<file path="src/pin_mux_defs.svh">
`ifndef PIN_MUX_DEFS_SVH
`define PIN_MUX_DEFS_SVH

// ----------------------------------------------------------------------------
// Register indices (byte address is four times the index)
// ----------------------------------------------------------------------------
`define PM_ADDR_W                     8
`define PM_NUM_REGS                   7
`define PM_FIRST_IDX                  6'h13
`define PM_PORT_A_SELECT_LOW_IDX      6'h13
`define PM_PORT_A_SELECT_HIGH_IDX     6'h14
`define PM_PORT_B_SELECT_LOW_IDX      6'h15
`define PM_PORT_B_SELECT_HIGH_IDX     6'h16
`define PM_PORT_C_D_SELECT_IDX        6'h17
`define PM_PWM_INPUT_SOURCE_IDX       6'h18
`define PM_CONVERTER_INPUT_SOURCE_IDX 6'h19

// ----------------------------------------------------------------------------
// Field positions
// ----------------------------------------------------------------------------
`define PM_PB_LINE11_BIT              8
`define PM_PB_LINE10_BIT              6
`define PM_PB_LINE7_BIT               0
`define PM_PD_LINE5_BIT               12
`define PM_FAULT_TWO_BIT              13
`define PM_FAULT_ONE_BIT              11
`define PM_PAIR_TWO_MSB               8
`define PM_PAIR_TWO_LSB               6

// ----------------------------------------------------------------------------
// Pair source encodings
// ----------------------------------------------------------------------------
`define PM_PAIR_TIMER                 3'h1
`define PM_PAIR_ADC                   3'h2
`define PM_PAIR_CMP_A                 3'h3
`define PM_PAIR_CMP_B                 3'h4

// ----------------------------------------------------------------------------
// Reset value and writable bits per register
// ----------------------------------------------------------------------------
`define PM_RESET_VALUE                16'h0000
`define PM_WMASK_FULL                 16'hffff
`define PM_WMASK_PORT_B_HIGH          16'h0141
`define PM_WMASK_PORT_C_D             16'h1000
`define PM_WMASK_PWM_SOURCE           16'h29ff

// ----------------------------------------------------------------------------
// Bus responses
// ----------------------------------------------------------------------------
`define PM_RESP_OKAY                  2'h0
`define PM_RESP_SLVERR                2'h2

`endif

</file>
<file path="src/pin_mux_pkg.sv">
`default_nettype none
package pin_mux_pkg;
    typedef logic [15:0] reg_word_t;
    typedef logic [11:0] adc_word_t;
    typedef logic [2:0]  pair_sel_t;
endpackage
`default_nettype wire

</file>
<file path="src/pwm_pair_source.sv">
`timescale 1ns/10ps
`default_nettype none
`include "pin_mux_defs.svh"

module pwm_pair_source
(
    input  wire logic                   aclk,
    input  wire logic                   aresetn,
    input  wire pin_mux_pkg::pair_sel_t sel,
    input  wire logic                   timer_a_channel3_out,
    input  wire logic                   comparator_a_output,
    input  wire logic                   comparator_b_output,
    input  wire pin_mux_pkg::adc_word_t adc_result_slot2,
    input  wire pin_mux_pkg::adc_word_t slot2_high_limit,
    input  wire pin_mux_pkg::adc_word_t slot2_low_limit,
    output var  logic                   pwm_channel_four,
    output var  logic                   pwm_channel_five
);
    import pin_mux_pkg::*;

    logic src_bit;
    logic above_high;
    logic below_low;

    assign above_high = adc_result_slot2 > slot2_high_limit;
    assign below_low  = adc_result_slot2 < slot2_low_limit;

    always_comb
    begin
        case (sel)
            `PM_PAIR_TIMER: src_bit = timer_a_channel3_out;
            `PM_PAIR_CMP_A: src_bit = comparator_a_output;
            `PM_PAIR_CMP_B: src_bit = comparator_b_output;
            default:        src_bit = 1'b0;
        endcase
    end

    // Inside the limit window the pair keeps its last state
    always_ff @(posedge aclk)
    begin
        if (!aresetn)
        begin
            pwm_channel_four <= 1'b0;
            pwm_channel_five <= 1'b0;
        end
        else if (sel == `PM_PAIR_ADC)
        begin
            if (above_high)
            begin
                pwm_channel_four <= 1'b0;
                pwm_channel_five <= 1'b1;
            end
            else if (below_low)
            begin
                pwm_channel_four <= 1'b1;
                pwm_channel_five <= 1'b0;
            end
        end
        else if (sel == `PM_PAIR_TIMER || sel == `PM_PAIR_CMP_A || sel == `PM_PAIR_CMP_B)
        begin
            pwm_channel_four <= src_bit;
            pwm_channel_five <= !src_bit;
        end
        else
        begin
            // Reserved codes park the pair low rather than guess a source
            pwm_channel_four <= 1'b0;
            pwm_channel_five <= 1'b0;
        end
    end
endmodule
`default_nettype wire

</file>
<file path="src/pin_function_source_select.sv">
`timescale 1ns/10ps
`default_nettype none
`include "pin_mux_defs.svh"

module pin_function_source_select
(
    input  wire logic                     aclk,
    input  wire logic                     aresetn,
    input  wire logic [`PM_ADDR_W-1:0]    awaddr,
    input  wire logic [2:0]               awprot,
    input  wire logic                     awvalid,
    output var  logic                     awready,
    input  wire logic [31:0]              wdata,
    input  wire logic [3:0]               wstrb,
    input  wire logic                     wvalid,
    output var  logic                     wready,
    output var  logic [1:0]               bresp,
    output var  logic                     bvalid,
    input  wire logic                     bready,
    input  wire logic [`PM_ADDR_W-1:0]    araddr,
    input  wire logic [2:0]               arprot,
    input  wire logic                     arvalid,
    output var  logic                     arready,
    output var  logic [31:0]              rdata,
    output var  logic [1:0]               rresp,
    output var  logic                     rvalid,
    input  wire logic                     rready,
    input  wire logic                     comparator_a_output,
    input  wire logic                     comparator_b_output,
    input  wire logic                     serial_transmit_line,
    input  wire logic                     i2c_serial_clock,
    input  wire logic                     fault_one_pin,
    input  wire logic                     fault_two_pin,
    input  wire logic                     timer_a_channel3_out,
    input  wire pin_mux_pkg::adc_word_t   adc_result_slot2,
    input  wire pin_mux_pkg::adc_word_t   slot2_high_limit,
    input  wire pin_mux_pkg::adc_word_t   slot2_low_limit,
    output var  logic                     port_b_line_eleven,
    output var  logic                     port_b_line_ten,
    output var  logic                     port_b_line_seven,
    output var  logic                     port_d_line5_func_sel,
    output var  logic                     fault_input_one,
    output var  logic                     fault_input_two,
    output var  logic                     pwm_channel_four,
    output var  logic                     pwm_channel_five
);
    import pin_mux_pkg::*;

    // ------------------------------------------------------------------------
    // Register slots
    // ------------------------------------------------------------------------
    localparam logic [2:0] SLOT_PB_HI = 3'(`PM_PORT_B_SELECT_HIGH_IDX - `PM_FIRST_IDX);
    localparam logic [2:0] SLOT_CD    = 3'(`PM_PORT_C_D_SELECT_IDX - `PM_FIRST_IDX);
    localparam logic [2:0] SLOT_PWM   = 3'(`PM_PWM_INPUT_SOURCE_IDX - `PM_FIRST_IDX);
    localparam reg_word_t  WMASK [0:`PM_NUM_REGS-1] = '{
        `PM_WMASK_FULL, `PM_WMASK_FULL, `PM_WMASK_FULL, `PM_WMASK_PORT_B_HIGH,
        `PM_WMASK_PORT_C_D, `PM_WMASK_PWM_SOURCE, `PM_WMASK_FULL};

    reg_word_t            regs_q [0:`PM_NUM_REGS-1];
    reg_word_t            regs_d [0:`PM_NUM_REGS-1];

    logic                 aw_hold_q;
    logic [`PM_ADDR_W-1:0] awaddr_q;
    logic                 w_hold_q;
    logic [15:0]          wdata_q;
    logic [1:0]           wstrb_q;
    logic                 aw_take;
    logic                 w_take;
    logic                 have_aw;
    logic                 have_w;
    logic                 do_write;
    logic                 bvalid_d;
    logic [`PM_ADDR_W-1:0] wr_addr;
    logic [15:0]          wr_data;
    logic [15:0]          wr_lanes;
    logic [5:0]           wr_idx;
    logic                 wr_hit;
    logic [2:0]           wr_slot;
    logic                 ar_take;
    logic [5:0]           rd_idx;
    logic                 rd_hit;
    logic [2:0]           rd_slot;
    logic                 rvalid_d;

    // ------------------------------------------------------------------------
    // Write channel
    // ------------------------------------------------------------------------
    // Address and data are taken in either order and held until both are in
    assign aw_take  = awvalid && awready;
    assign w_take   = wvalid && wready;
    assign have_aw  = aw_hold_q || aw_take;
    assign have_w   = w_hold_q || w_take;
    assign do_write = have_aw && have_w && !bvalid;
    assign bvalid_d = do_write || (bvalid && !bready);
    assign wr_addr  = aw_hold_q ? awaddr_q : awaddr;
    assign wr_data  = w_hold_q ? wdata_q : wdata[15:0];
    assign wr_lanes = w_hold_q ? {{8{wstrb_q[1]}}, {8{wstrb_q[0]}}}
                               : {{8{wstrb[1]}}, {8{wstrb[0]}}};
    assign wr_idx   = wr_addr[`PM_ADDR_W-1:2];
    assign wr_hit   = wr_idx >= `PM_FIRST_IDX
                      && wr_idx <= `PM_CONVERTER_INPUT_SOURCE_IDX;
    assign wr_slot  = 3'(wr_idx - `PM_FIRST_IDX);

    always_ff @(posedge aclk)
    begin
        if (!aresetn)
        begin
            aw_hold_q <= 1'b0;
            awaddr_q  <= '0;
            awready   <= 1'b0;
        end
        else
        begin
            aw_hold_q <= have_aw && !do_write;
            awready   <= !(have_aw && !do_write) && !bvalid_d;
            if (aw_take)
            begin
                awaddr_q <= awaddr;
            end
        end
    end

    always_ff @(posedge aclk)
    begin
        if (!aresetn)
        begin
            w_hold_q <= 1'b0;
            wdata_q  <= '0;
            wstrb_q  <= '0;
            wready   <= 1'b0;
        end
        else
        begin
            w_hold_q <= have_w && !do_write;
            wready   <= !(have_w && !do_write) && !bvalid_d;
            if (w_take)
            begin
                wdata_q <= wdata[15:0];
                wstrb_q <= wstrb[1:0];
            end
        end
    end

    always_ff @(posedge aclk)
    begin
        if (!aresetn)
        begin
            bvalid <= 1'b0;
            bresp  <= `PM_RESP_OKAY;
        end
        else
        begin
            bvalid <= bvalid_d;
            if (do_write)
            begin
                bresp <= wr_hit ? `PM_RESP_OKAY : `PM_RESP_SLVERR;
            end
        end
    end

    // ------------------------------------------------------------------------
    // Select registers
    // ------------------------------------------------------------------------
    // Reserved bits are not stored, so they read back zero whatever is written
    generate
        for (genvar i = 0; i < `PM_NUM_REGS; i++)
        begin : g_reg
            always_comb
            begin
                regs_d[i] = regs_q[i];
                if (do_write && wr_hit && wr_slot == 3'(i))
                begin
                    regs_d[i] = ((regs_q[i] & ~wr_lanes) | (wr_data & wr_lanes))
                                & WMASK[i];
                end
            end

            always_ff @(posedge aclk)
            begin
                if (!aresetn)
                begin
                    regs_q[i] <= `PM_RESET_VALUE;
                end
                else
                begin
                    regs_q[i] <= regs_d[i];
                end
            end
        end
    endgenerate

    // ------------------------------------------------------------------------
    // Read channel
    // ------------------------------------------------------------------------
    assign ar_take  = arvalid && arready;
    assign rd_idx   = araddr[`PM_ADDR_W-1:2];
    assign rd_hit   = rd_idx >= `PM_FIRST_IDX
                      && rd_idx <= `PM_CONVERTER_INPUT_SOURCE_IDX;
    assign rd_slot  = 3'(rd_idx - `PM_FIRST_IDX);
    assign rvalid_d = ar_take || (rvalid && !rready);

    always_ff @(posedge aclk)
    begin
        if (!aresetn)
        begin
            arready <= 1'b0;
            rvalid  <= 1'b0;
            rdata   <= '0;
            rresp   <= `PM_RESP_OKAY;
        end
        else
        begin
            arready <= !rvalid_d;
            rvalid  <= rvalid_d;
            if (ar_take)
            begin
                rdata <= rd_hit ? {16'h0000, regs_q[rd_slot]} : 32'h0000_0000;
                rresp <= rd_hit ? `PM_RESP_OKAY : `PM_RESP_SLVERR;
            end
        end
    end

    // ------------------------------------------------------------------------
    // Pin and source multiplexers
    // ------------------------------------------------------------------------
    // Driven from the next register value so a write takes effect at the
    // same edge that stores it, while the outputs still come from flops
    always_ff @(posedge aclk)
    begin
        if (!aresetn)
        begin
            port_b_line_eleven    <= 1'b0;
            port_b_line_ten       <= 1'b0;
            port_b_line_seven     <= 1'b0;
            port_d_line5_func_sel <= 1'b0;
        end
        else
        begin
            // Code 1 on lines 11 and 10 is reserved: pin is held low
            port_b_line_eleven <= !regs_d[SLOT_PB_HI][`PM_PB_LINE11_BIT]
                                  && comparator_b_output;
            port_b_line_ten    <= !regs_d[SLOT_PB_HI][`PM_PB_LINE10_BIT]
                                  && comparator_a_output;
            port_b_line_seven  <= regs_d[SLOT_PB_HI][`PM_PB_LINE7_BIT]
                                  ? i2c_serial_clock : serial_transmit_line;
            port_d_line5_func_sel <= regs_d[SLOT_CD][`PM_PD_LINE5_BIT];
        end
    end

    always_ff @(posedge aclk)
    begin
        if (!aresetn)
        begin
            fault_input_one <= 1'b0;
            fault_input_two <= 1'b0;
        end
        else
        begin
            fault_input_two <= regs_d[SLOT_PWM][`PM_FAULT_TWO_BIT]
                               ? comparator_b_output : fault_two_pin;
            fault_input_one <= regs_d[SLOT_PWM][`PM_FAULT_ONE_BIT]
                               ? comparator_a_output : fault_one_pin;
        end
    end

    pwm_pair_source u_pair
    (
        .aclk                 (aclk),
        .aresetn              (aresetn),
        .sel                  (regs_d[SLOT_PWM][`PM_PAIR_TWO_MSB:`PM_PAIR_TWO_LSB]),
        .timer_a_channel3_out (timer_a_channel3_out),
        .comparator_a_output  (comparator_a_output),
        .comparator_b_output  (comparator_b_output),
        .adc_result_slot2     (adc_result_slot2),
        .slot2_high_limit     (slot2_high_limit),
        .slot2_low_limit      (slot2_low_limit),
        .pwm_channel_four     (pwm_channel_four),
        .pwm_channel_five     (pwm_channel_five)
    );
endmodule
`default_nettype wire

</file>
<file path="config.mk">
export PLATFORM = sky130hd
export DESIGN_NAME = pin_function_source_select
export DESIGN_NICKNAME = d
export VERILOG_FILES = /design/src/pin_mux_pkg.sv /design/src/pwm_pair_source.sv /design/src/pin_function_source_select.sv
export VERILOG_INCLUDE_DIRS = /design/src
export SDC_FILE = /design/constraint.sdc
export NUM_CORES = 1
export LEC_CHECK = 0
export ABC_AREA = 1
export BUFFER_PORTS_ARGS = -buffer_cell sky130_fd_sc_hd__clkbuf_2
export CORE_MARGIN = 2
export CORE_UTILIZATION = 40
export CTS_CLUSTER_SIZE = 10
export DETAILED_ROUTE_END_ITERATION = 10
export SLEW_MARGIN = 20
export SYNTH_ARGS = -nofsm -noshare
export SYNTH_HDL_FRONTEND = slang
export SYNTH_SLANG_ARGS = --single-unit
</file>
<file path="constraint.sdc">
create_clock -name aclk -period 4.6 [get_ports aclk]
set_input_delay 0.23 -clock aclk [delete_from_list [all_inputs] [get_ports aclk]]
set_output_delay 0.23 -clock aclk [all_outputs]
set_load 0.02 [all_outputs]
</file>
==> results of run 1 <==
[power by group through the flow]
stage / clock, W / sequential [W] / combinational, W
floorplan: 0 / 0.00125 / 0.000271
global placement: 0 / 0.00124 / 0.000399
CTS: 0.00144 / 0.00122 / 0.000402
detailed placement: 0 / 0.00125 / 0.000401
finish: 0.00142 / 0.00122 / 0.000401
global route: 0.00150 / 0.00122 / 0.000456
[cells in the mapped netlist (4+ instances only)]
master,instances
nor3_1,6
nand2_2,6
a211oi_2,7
nand3_1,30
o21ai_0,114
ha_1,26
or2_2,9
a211oi_1,10
inv_2,9
nor2_1,100
buf_4,18
buf_6,5
inv_1,107
o221ai_1,4
nand2_1,155
dfxtp_1,135
o211ai_1,6
a221oi_1,13
clkbuf_1,34
o21ai_1,5
nand4_1,5
a21oi_1,105
[per-stage QoR]
stage               area, µm²  setup WS, ps  hold WS [ps]
floorplan                6775          2341         372.8
global placement         7322          1367         434.6
detailed placement       7322          1328         437.8
CTS                      7934          1774         31.37
global route             7935          1481         66.00
finish                   7935          1748         48.89
[metal layers]
metal / up-vias / GRT usage / routed length (µm)
met5: - / 0 / 0
met4: 0 / 0.06087 / 212
met3: 16 / 0.03995 / 1034
met2: 189 / 0.2935 / 7131
met1: 2696 / 0.2982 / 8896
li1: 3228 / - / -
[logic make-up after synthesis]
family,after synthesis,share of synthesized area
flip-flops,135,0.4027
AND/OR/NAND/NOR,321,0.2062
AO/OA/AOI/OAI,269,0.2254
buffers and inverters,179,0.1167
other,1,0.0005587
adder cells (fa/ha/maj),26,0.04847
[final timing paths]
kind / cells after the start / to
max reg2reg: 7 / flip-flop
min reg2reg: 2 / flip-flop
min: 3 / awaddr_q[7]
max: 8 / rdata[1]
[cell type report]
class,instances,area share
inverter,119,0.05708
clock inverter,14,0.02176
clock buffer,18,0.05535
timing repair buffer,117,0.07600
multi-input combinational,634,0.4145
sequential,135,0.3406
tap,220,0.03469
[worst min-delay path, delay by kind of cell]
| family | cells | cell delay [ps] |
|---|---|---|
| compound gates | 1 | 60 |
| buf+inv | 2 | 140 |
==> impl_metrics.csv, run 1 <==
group,metric,value,unit
pwr,swShare,0.2766,
routing,wl_per_cell,13.74,µm
synth,synth_ff_type,"dfxtp_1",
routing,ant_nets,0,
routing,drtIter0Drc,401,
synth,synthTopCellsByArea,"dfxtp_1, nand2_1, o21ai_0",
setup_path,critical-path-top-delay-family,"buffers and inverters",
setup_path,cp_slowest_cell,"ha_1",
cts,clk_pin_slew,60,ps
setup_path,worst_r2r_startpoint,"w_hold_q",
die,fp.dieH,133.5,µm
setup_path,worstPathArrival,3120,ps
timing,relSlewSlack,0.4417,
global_route,grt_max_degree,82,
final_layout,area_delta_synth_final,18.23,%
hold_path,worstHoldStart,"awaddr[7]",
timing,fin_skew,9.823,ps
cts,post_cts_buffers,0,
cts,cts_tree,"yes",
routing,drc_errors,0,
setup_path,rrSetupSlack,1930,ps
pwr,p_switching,0.0008401,W
run_status,status,"completed",
cts,cts.sinks,135,
timing,timing.setup.tns,0,ps
setup_path,critPathMaxStageDelay,880,ps
setup_path,worst_path_most_repeated_cell,"inv_1",
die,start_util,0.4076,
cts,clock_path_buffers,2,
timing,timing.final.crit_share,0.6200,
synth,synth_top_area_frac,0.4027,
final_layout,fin_nets,1158,
setup_path,path_cells,"clkbuf_2, inv_1, ha_1, inv_1, a221oi_1, nor2_1, nand2_1, a21oi_1",
cts,cts_root_buffer,"clkbuf_16",
timing,slew_viol_final,0,
final_layout,n_antenna_cell,0,
routing,vias,6129,
final_layout,seq_area,2703,µm²
placement,place_inst,1225,
cts,hold_buffers,0,
setup_path,crit_buf_inv,3,
setup_path,cp-end-kind,"flip-flop",
pwr,report.power.total,0.003037,W
final_layout,layout-drive-gt1-share,0.1823,
setup_path,start_kind,"input port",
cts,clk_latency,420,ps
routing,drt-vias-per-instance,4.876,
pwr,irDropWorstVdd,0.2677,mV
global_route,grt_pass1_vias,5616,
timing,worst_pin_slew,837.4,ps
synth,syn_avg_cell_area,7.209,µm²
setup_path,worst-path-max-fanout,24,
synth,synth_cell_type_count,39,
synth,async_reset_ff_frac,0,
pwr,seqPwrFrac,0.402,
die,core-area,16470,µm²
synth,syn-instance-count,931,
synth,ys_warn_count,0,
timing,fmax,0.3507,GHz
final_layout,layout_commonest_cell,"nand2_1",
global_route,grt_remaining_overflow,0,
placement,dp_hpwl,12200,µm
final_layout,final.fill_count,1741,
die,io_pins,157,
job,max-cap-violations,0,
cts,cts-buffers-inserted,17,
pwr,power_density,382.7,nW/µm²
pwr,internal_power,0.002197,W
cts,cts_resized,0,
die,rows,47,
die,dieArea,17830,µm²
final_layout,multiInputGateArea,3289,µm²
die,die_x,133.5,µm
synth,syn-cell-area,6711,µm²
routing,routed_wl,17270,µm
pwr,pwr-share-comb,0.132,
global_route,grt_usage,0.2011,
placement,gp_routability_congestion,0.7841,
routing,dr.pass1.iters,5,
synth,synth_seq_cells,135,
setup_path,crit_start,"araddr[2]",
pwr,p_leak,3.485,nW
synth,yosysSeqAreaShare,0.4027,
global_route,grt_pass1_wl,28750,µm
timing,hold_violations,0,
pwr,p_clk_frac,0.466,
final_layout,stdcell_count,1257,
setup_path,cp.required,4860,ps
final_layout,mostFrequentLayoutCells,"nand2_1, dfxtp_1, o21ai_0",
placement,io_buffer_count,110,
setup_path,path_class,"input port to flip-flop",
timing,setup_viol,0,
timing,rsz0062_at_grt,"no",
cts,h-tree-depth,4,
synth,yosysTopAreaCell,"dfxtp_1",
final_layout,utilization,0.4819,
global_route,antenna_found_initial,0,
synth,synth-edff-count,0,
timing,timing.final.crit_period,2852,ps
hold_path,hp-class,"input port to flip-flop",
(Power assumes the default switching activity.)
==> inputs of run 2 (changes only) <==
- clock period: 4.6 -> 2.28 ns (I/O delays scaled with it)
==> impl_metrics.csv, run 2 (synthesis results as in run 1) <==
group,metric,value,unit
run_status,status,"completed",
pwr,power_density,714.5,nW/µm²
hold_path,worstHoldStart,"awaddr[4]",
routing,drtIter0Drc,463,
setup_path,cp-end-kind,"flip-flop",
die,fp.dieH,133.5,µm
hold_path,hp-class,"input port to flip-flop",
setup_path,start_kind,"flip-flop",
die,dieArea,17830,µm²
global_route,grt_max_degree,82,
routing,drc_errors,0,
placement,place_inst,1249,
die,die_x,133.5,µm
routing,routed_wl,17490,µm
global_route,grt_pass1_vias,5876,
timing,fin_skew,7.440,ps
job,max-cap-violations,0,
cts,cts-buffers-inserted,17,
setup_path,worst-path-max-fanout,12,
final_layout,final_area,8402,µm²
cts,clock_path_buffers,2,
cts,cts.sinks,135,
global_route,grt_remaining_overflow,0,
timing,setup_viol,0,
placement,gp_routability_congestion,0.7976,
pwr,irDropWorstVdd,0.5380,mV
setup_path,path_cells,"inv_6, nand2_1, nand2_2, nand2_1, nand2_1, nand2_2, nor2_8, inv_2, nor4_4, nand2_2, inv_2, o21ai_0, a21oi_1",
routing,ant_nets,0,
cts,h-tree-depth,4,
global_route,grt_usage,0.2032,
timing,hold_violations,0,
timing,timing.final.crit_period,2049,ps
timing,relSlewSlack,0.5241,
setup_path,rrSetupSlack,230,ps
placement,placedInstanceArea,7527,µm²
timing,rsz0062_at_grt,"no",
routing,drt-vias-per-instance,4.856,
final_layout,layout_commonest_cell,"nand2_1",
setup_path,worst_r2r_startpoint,"aw_hold_q",
cts,cts_tree,"yes",
placement,io_buffer_count,110,
setup_path,worstPathArrival,2400,ps
setup_path,critPathMaxStageDelay,380,ps
timing,timing.setup.tns,0,ps
setup_path,path_class,"flip-flop to flip-flop",
cts,clk_pin_slew,60,ps
cts,post_cts_buffers,0,
final_layout,seq_area,2706,µm²
die,start_util,0.4076,
routing,wl_per_cell,13.35,µm
final_layout,stdcell_count,1310,
die,core-area,16470,µm²
timing,fmax,0.4881,GHz
final_layout,layout-drive-gt1-share,0.1972,
cts,clk_latency,420,ps
setup_path,cp_slowest_cell,"dfxtp_4",
final_layout,n_antenna_cell,0,
routing,vias,6362,
global_route,antenna_found_initial,0,
setup_path,crit_start,"aw_hold_q",
final_layout,multiInputGateArea,3296,µm²
timing,worst_pin_slew,706.4,ps
final_layout,final.fill_count,1633,
global_route,grt_pass1_wl,29030,µm
pwr,p_leak,3.706,nW
final_layout,fin_nets,1211,
final_layout,mostFrequentLayoutCells,"nand2_1, dfxtp_1, o21ai_0",
timing,slew_viol_final,0,
final_layout,area_delta_synth_final,25.19,%
cts,cts_root_buffer,"clkbuf_16",
die,rows,47,
die,io_pins,157,
setup_path,cp.required,2630,ps
routing,dr.pass1.iters,6,
placement,dp_hpwl,12580,µm
timing,timing.final.crit_share,0.8987,
## run 2: changes by cell type in the layout (fill, tap and decap cells not counted), sizes merged
cell         change
dlygate4sd3     +29
bufinv           -2
buf             +24
clkinv           -2
inv              +4
## run 2: what timing repair did
| item | in CTS | in global routing |
|---|---|---|
| hold endpoints to repair | 30 | 0 |
| gates resized for setup | 0 | 7 |
| hold buffers | 29 | 0 |
| endpoints found under the setup margin | 0 | 49 |
## run 2: routing by layer
metal,global-route usage,part of all wire
met5,0,0
met4,0.06501,0.013
met3,0.04300,0.062
met2,0.3047,0.42
met1,0.2913,0.50
## run 2: cell type report
type                    count  share of cell area
multi-input cells         634              0.3923
clock inverters            14             0.01668
flip-flops and latches    135              0.3221
repair buffers            170              0.1308
inverters                 119             0.05436
clock buffers              18             0.05108
well taps                 220             0.03276
## run 2: worst max-delay path: cells and delay by family, from the launching register on
family | cells | cell delay [ps]
flip-flops | 1 | 380
AO/OA/AOI/OAI | 2 | 230
buffers and inverters | 3 | 370
AND/OR/NAND/NOR | 8 | 980
## run 2: through the flow
stage          hold slack (ps)  setup slack [ps]  total power, W  utilization
2_1_floorplan            256.8             136.9        0.003074            -
3_3_place_gp             365.7             100.8        0.003367       0.4571
3_5_place_dp             368.3             65.21        0.003371       0.4571
4_1_cts                  5.964             49.88        0.006058       0.5093
5_1_grt                  50.32             20.66        0.006287       0.5103
6_report                 14.01             231.1        0.006003       0.5103
## run 2: path summary, 6_finish.rpt
| check | end | cells after the start |
|---|---|---|
| min | awaddr_q[4] | 3 |
| max reg2reg | flip-flop | 13 |
| min reg2reg | flip-flop | 2 |
| max | flip-flop | 13 |
## run 2: power by group
part / switching [W] / internal [W] / total (W)
clock network: 0.00112 / 0.00153 / 0.00264
registers: 0.0000328 / 0.00243 / 0.00246
logic: 0.000579 / 0.000321 / 0.000900
==> inputs of run 3 (changes only) <==
- CORE_UTILIZATION: 40 -> 49
- PLACE_DENSITY: unset -> 0.77
- SLEW_MARGIN: 20 -> unset
==> impl_metrics.csv, run 3 (synthesis results as in run 1) <==
group,metric,value,unit
final_layout,stdcell_count,1261,
pwr,power_density,729.6,nW/µm²
setup_path,cp.required,2630,ps
placement,place_inst,1200,
final_layout,final_area,8323,µm²
placement,dp_hpwl,11640,µm
timing,setup_viol,0,
run_status,status,"completed",
job,max-cap-violations,0,
die,start_util,0.5048,
pwr,pwr-share-comb,0.147,
timing,timing.final.crit_period,2050,ps
placement,placedInstanceArea,7422,µm²
final_layout,n_antenna_cell,0,
timing,timing.final.crit_share,0.8993,
timing,relSlewSlack,0.5268,
pwr,p_clk_frac,0.448,
global_route,grt_pass1_wl,27300,µm
pwr,p_switching,0.001637,W
die,core-area,13300,µm²
final_layout,fin_nets,1206,
cts,clk_pin_slew,60,ps
placement,gp_routability_congestion,0.8638,
timing,fmax,0.4877,GHz
pwr,seqPwrFrac,0.405,
cts,clk_latency,420,ps
timing,hold_violations,0,
cts,cts.sinks,135,
cts,clock_path_buffers,2,
pwr,swShare,0.2696,
die,fp.dieH,121.0,µm
routing,ant_nets,0,
pwr,irDropWorstVdd,0.5753,mV
final_layout,layout-drive-gt1-share,0.1963,
cts,cts_tree,"yes",
routing,drc_errors,0,
routing,wl_per_cell,13.07,µm
timing,hold_ws,15.74,ps
setup_path,start_kind,"flip-flop",
timing,worst_pin_slew,702.4,ps
timing,fin_skew,5.624,ps
final_layout,layout_commonest_cell,"nand2_1",
setup_path,worstPathArrival,2400,ps
die,rows,42,
routing,dr.pass1.iters,8,
pwr,p_leak,3.692,nW
global_route,grt_usage,0.2330,
final_layout,area_delta_synth_final,24.01,%
hold_path,hp-class,"input port to flip-flop",
final_layout,mostFrequentLayoutCells,"nand2_1, dfxtp_1, o21ai_0",
cts,cts-buffers-inserted,17,
cts,h-tree-depth,4,
setup_path,cp-end-kind,"flip-flop",
routing,vias,6472,
global_route,grt_pass1_vias,5815,
timing,slew_viol_final,0,
die,die_x,121.0,µm
routing,drtIter0Drc,477,
global_route,grt_remaining_overflow,0,
routing,drt-vias-per-instance,5.132,
timing,timing.setup.tns,0,ps
setup_path,path_class,"flip-flop to flip-flop",
die,dieArea,14650,µm²
cts,cts_root_buffer,"clkbuf_16",
global_route,grt_max_degree,82,
placement,io_buffer_count,110,
final_layout,utilization,0.6260,
cts,post_cts_buffers,0,
routing,routed_wl,16490,µm
setup_path,worst-path-max-fanout,12,
pwr,internal_power,0.004435,W
die,io_pins,157,
global_route,antenna_found_initial,0,
==> run 3: changes by cell type in the layout (fill, tap and decap cells not counted), moves of 3 or more <==
| cell | delta |
|---|---|
| buf_4 | -4 |
| clkinv_2 | +4 |
| inv_6 | -4 |
| clkbuf_8 | +3 |
| clkinv_4 | -3 |
==> run 3: final timing paths <==
| kind | from | to | slack (ps) | cells past startpoint |
|---|---|---|---|---|
| min | bready | bvalid | 20 | 4 |
| max | aw_hold_q | flip-flop | 230 | 12 |
| max reg2reg | aw_hold_q | flip-flop | 230 | 12 |
| min reg2reg | flip-flop | flip-flop | 450 | 2 |
==> run 3: per-layer routing <==
layer / track usage / vias up / wire, µm
li1: - / 3328 / -
met1: 0.3201 / 2876 / 7832
met2: 0.3515 / 236 / 7111
met3: 0.05780 / 32 / 1236
met4: 0.09012 / 0 / 307
met5: 0 / - / 0
==> run 3: critical path: stages, from the launching register on <==
cell      delay (ps)
dfxtp_4          400
inv_6             60
nand2_1          110
nand3_2          140
clkinv_1         100
nand2_2           90
nor2_8           160
inv_2             90
nor4_4           220
nand2_2          130
inv_2            190
o21ai_0          100
a21oi_1          160
==> run 3: cell type report <==
| class | count | area, µm² |
|---|---|---|
| Clock inverter | 12 | 125.1 |
| Multi-Input combinational cell | 634 | 3302 |
| Fill cell | 1203 | 4972 |
| Sequential cell | 135 | 2706 |
| Timing Repair Buffer | 165 | 1049 |
| Tap cell | 176 | 220.2 |
| Clock buffer | 20 | 466.7 |
| Inverter | 119 | 454.2 |
==> run 3: power by group through the flow <==
| stage | clock network [W] | logic, W | registers [W] |
|---|---|---|---|
| after floorplan | 0 | 0.000547 | 0.00253 |
| after CTS | 0.00275 | 0.000879 | 0.00246 |
| after detailed placement | 0 | 0.000836 | 0.00251 |
| after global placement | 0 | 0.000830 | 0.00251 |
| after global routing | 0.00286 | 0.000997 | 0.00247 |
| final | 0.00272 | 0.000890 | 0.00246 |
==> run 3: stage by stage <==
step / setup WS [ps] / total power [W]
after global placement: 127.4 / 0.003340
after CTS: 38.59 / 0.006091
final: 229.5 / 0.006072
after global routing: -3.267 / 0.006325
after detailed placement: 67.26 / 0.003349
after floorplan: 136.9 / 0.003074
==> run 3: timing repair <==
action,4_1_cts,5_1_grt
endpoints found under the setup margin,0,54
hold endpoints to repair,30,0
hold buffers,29,0
gates resized for setup,0,7
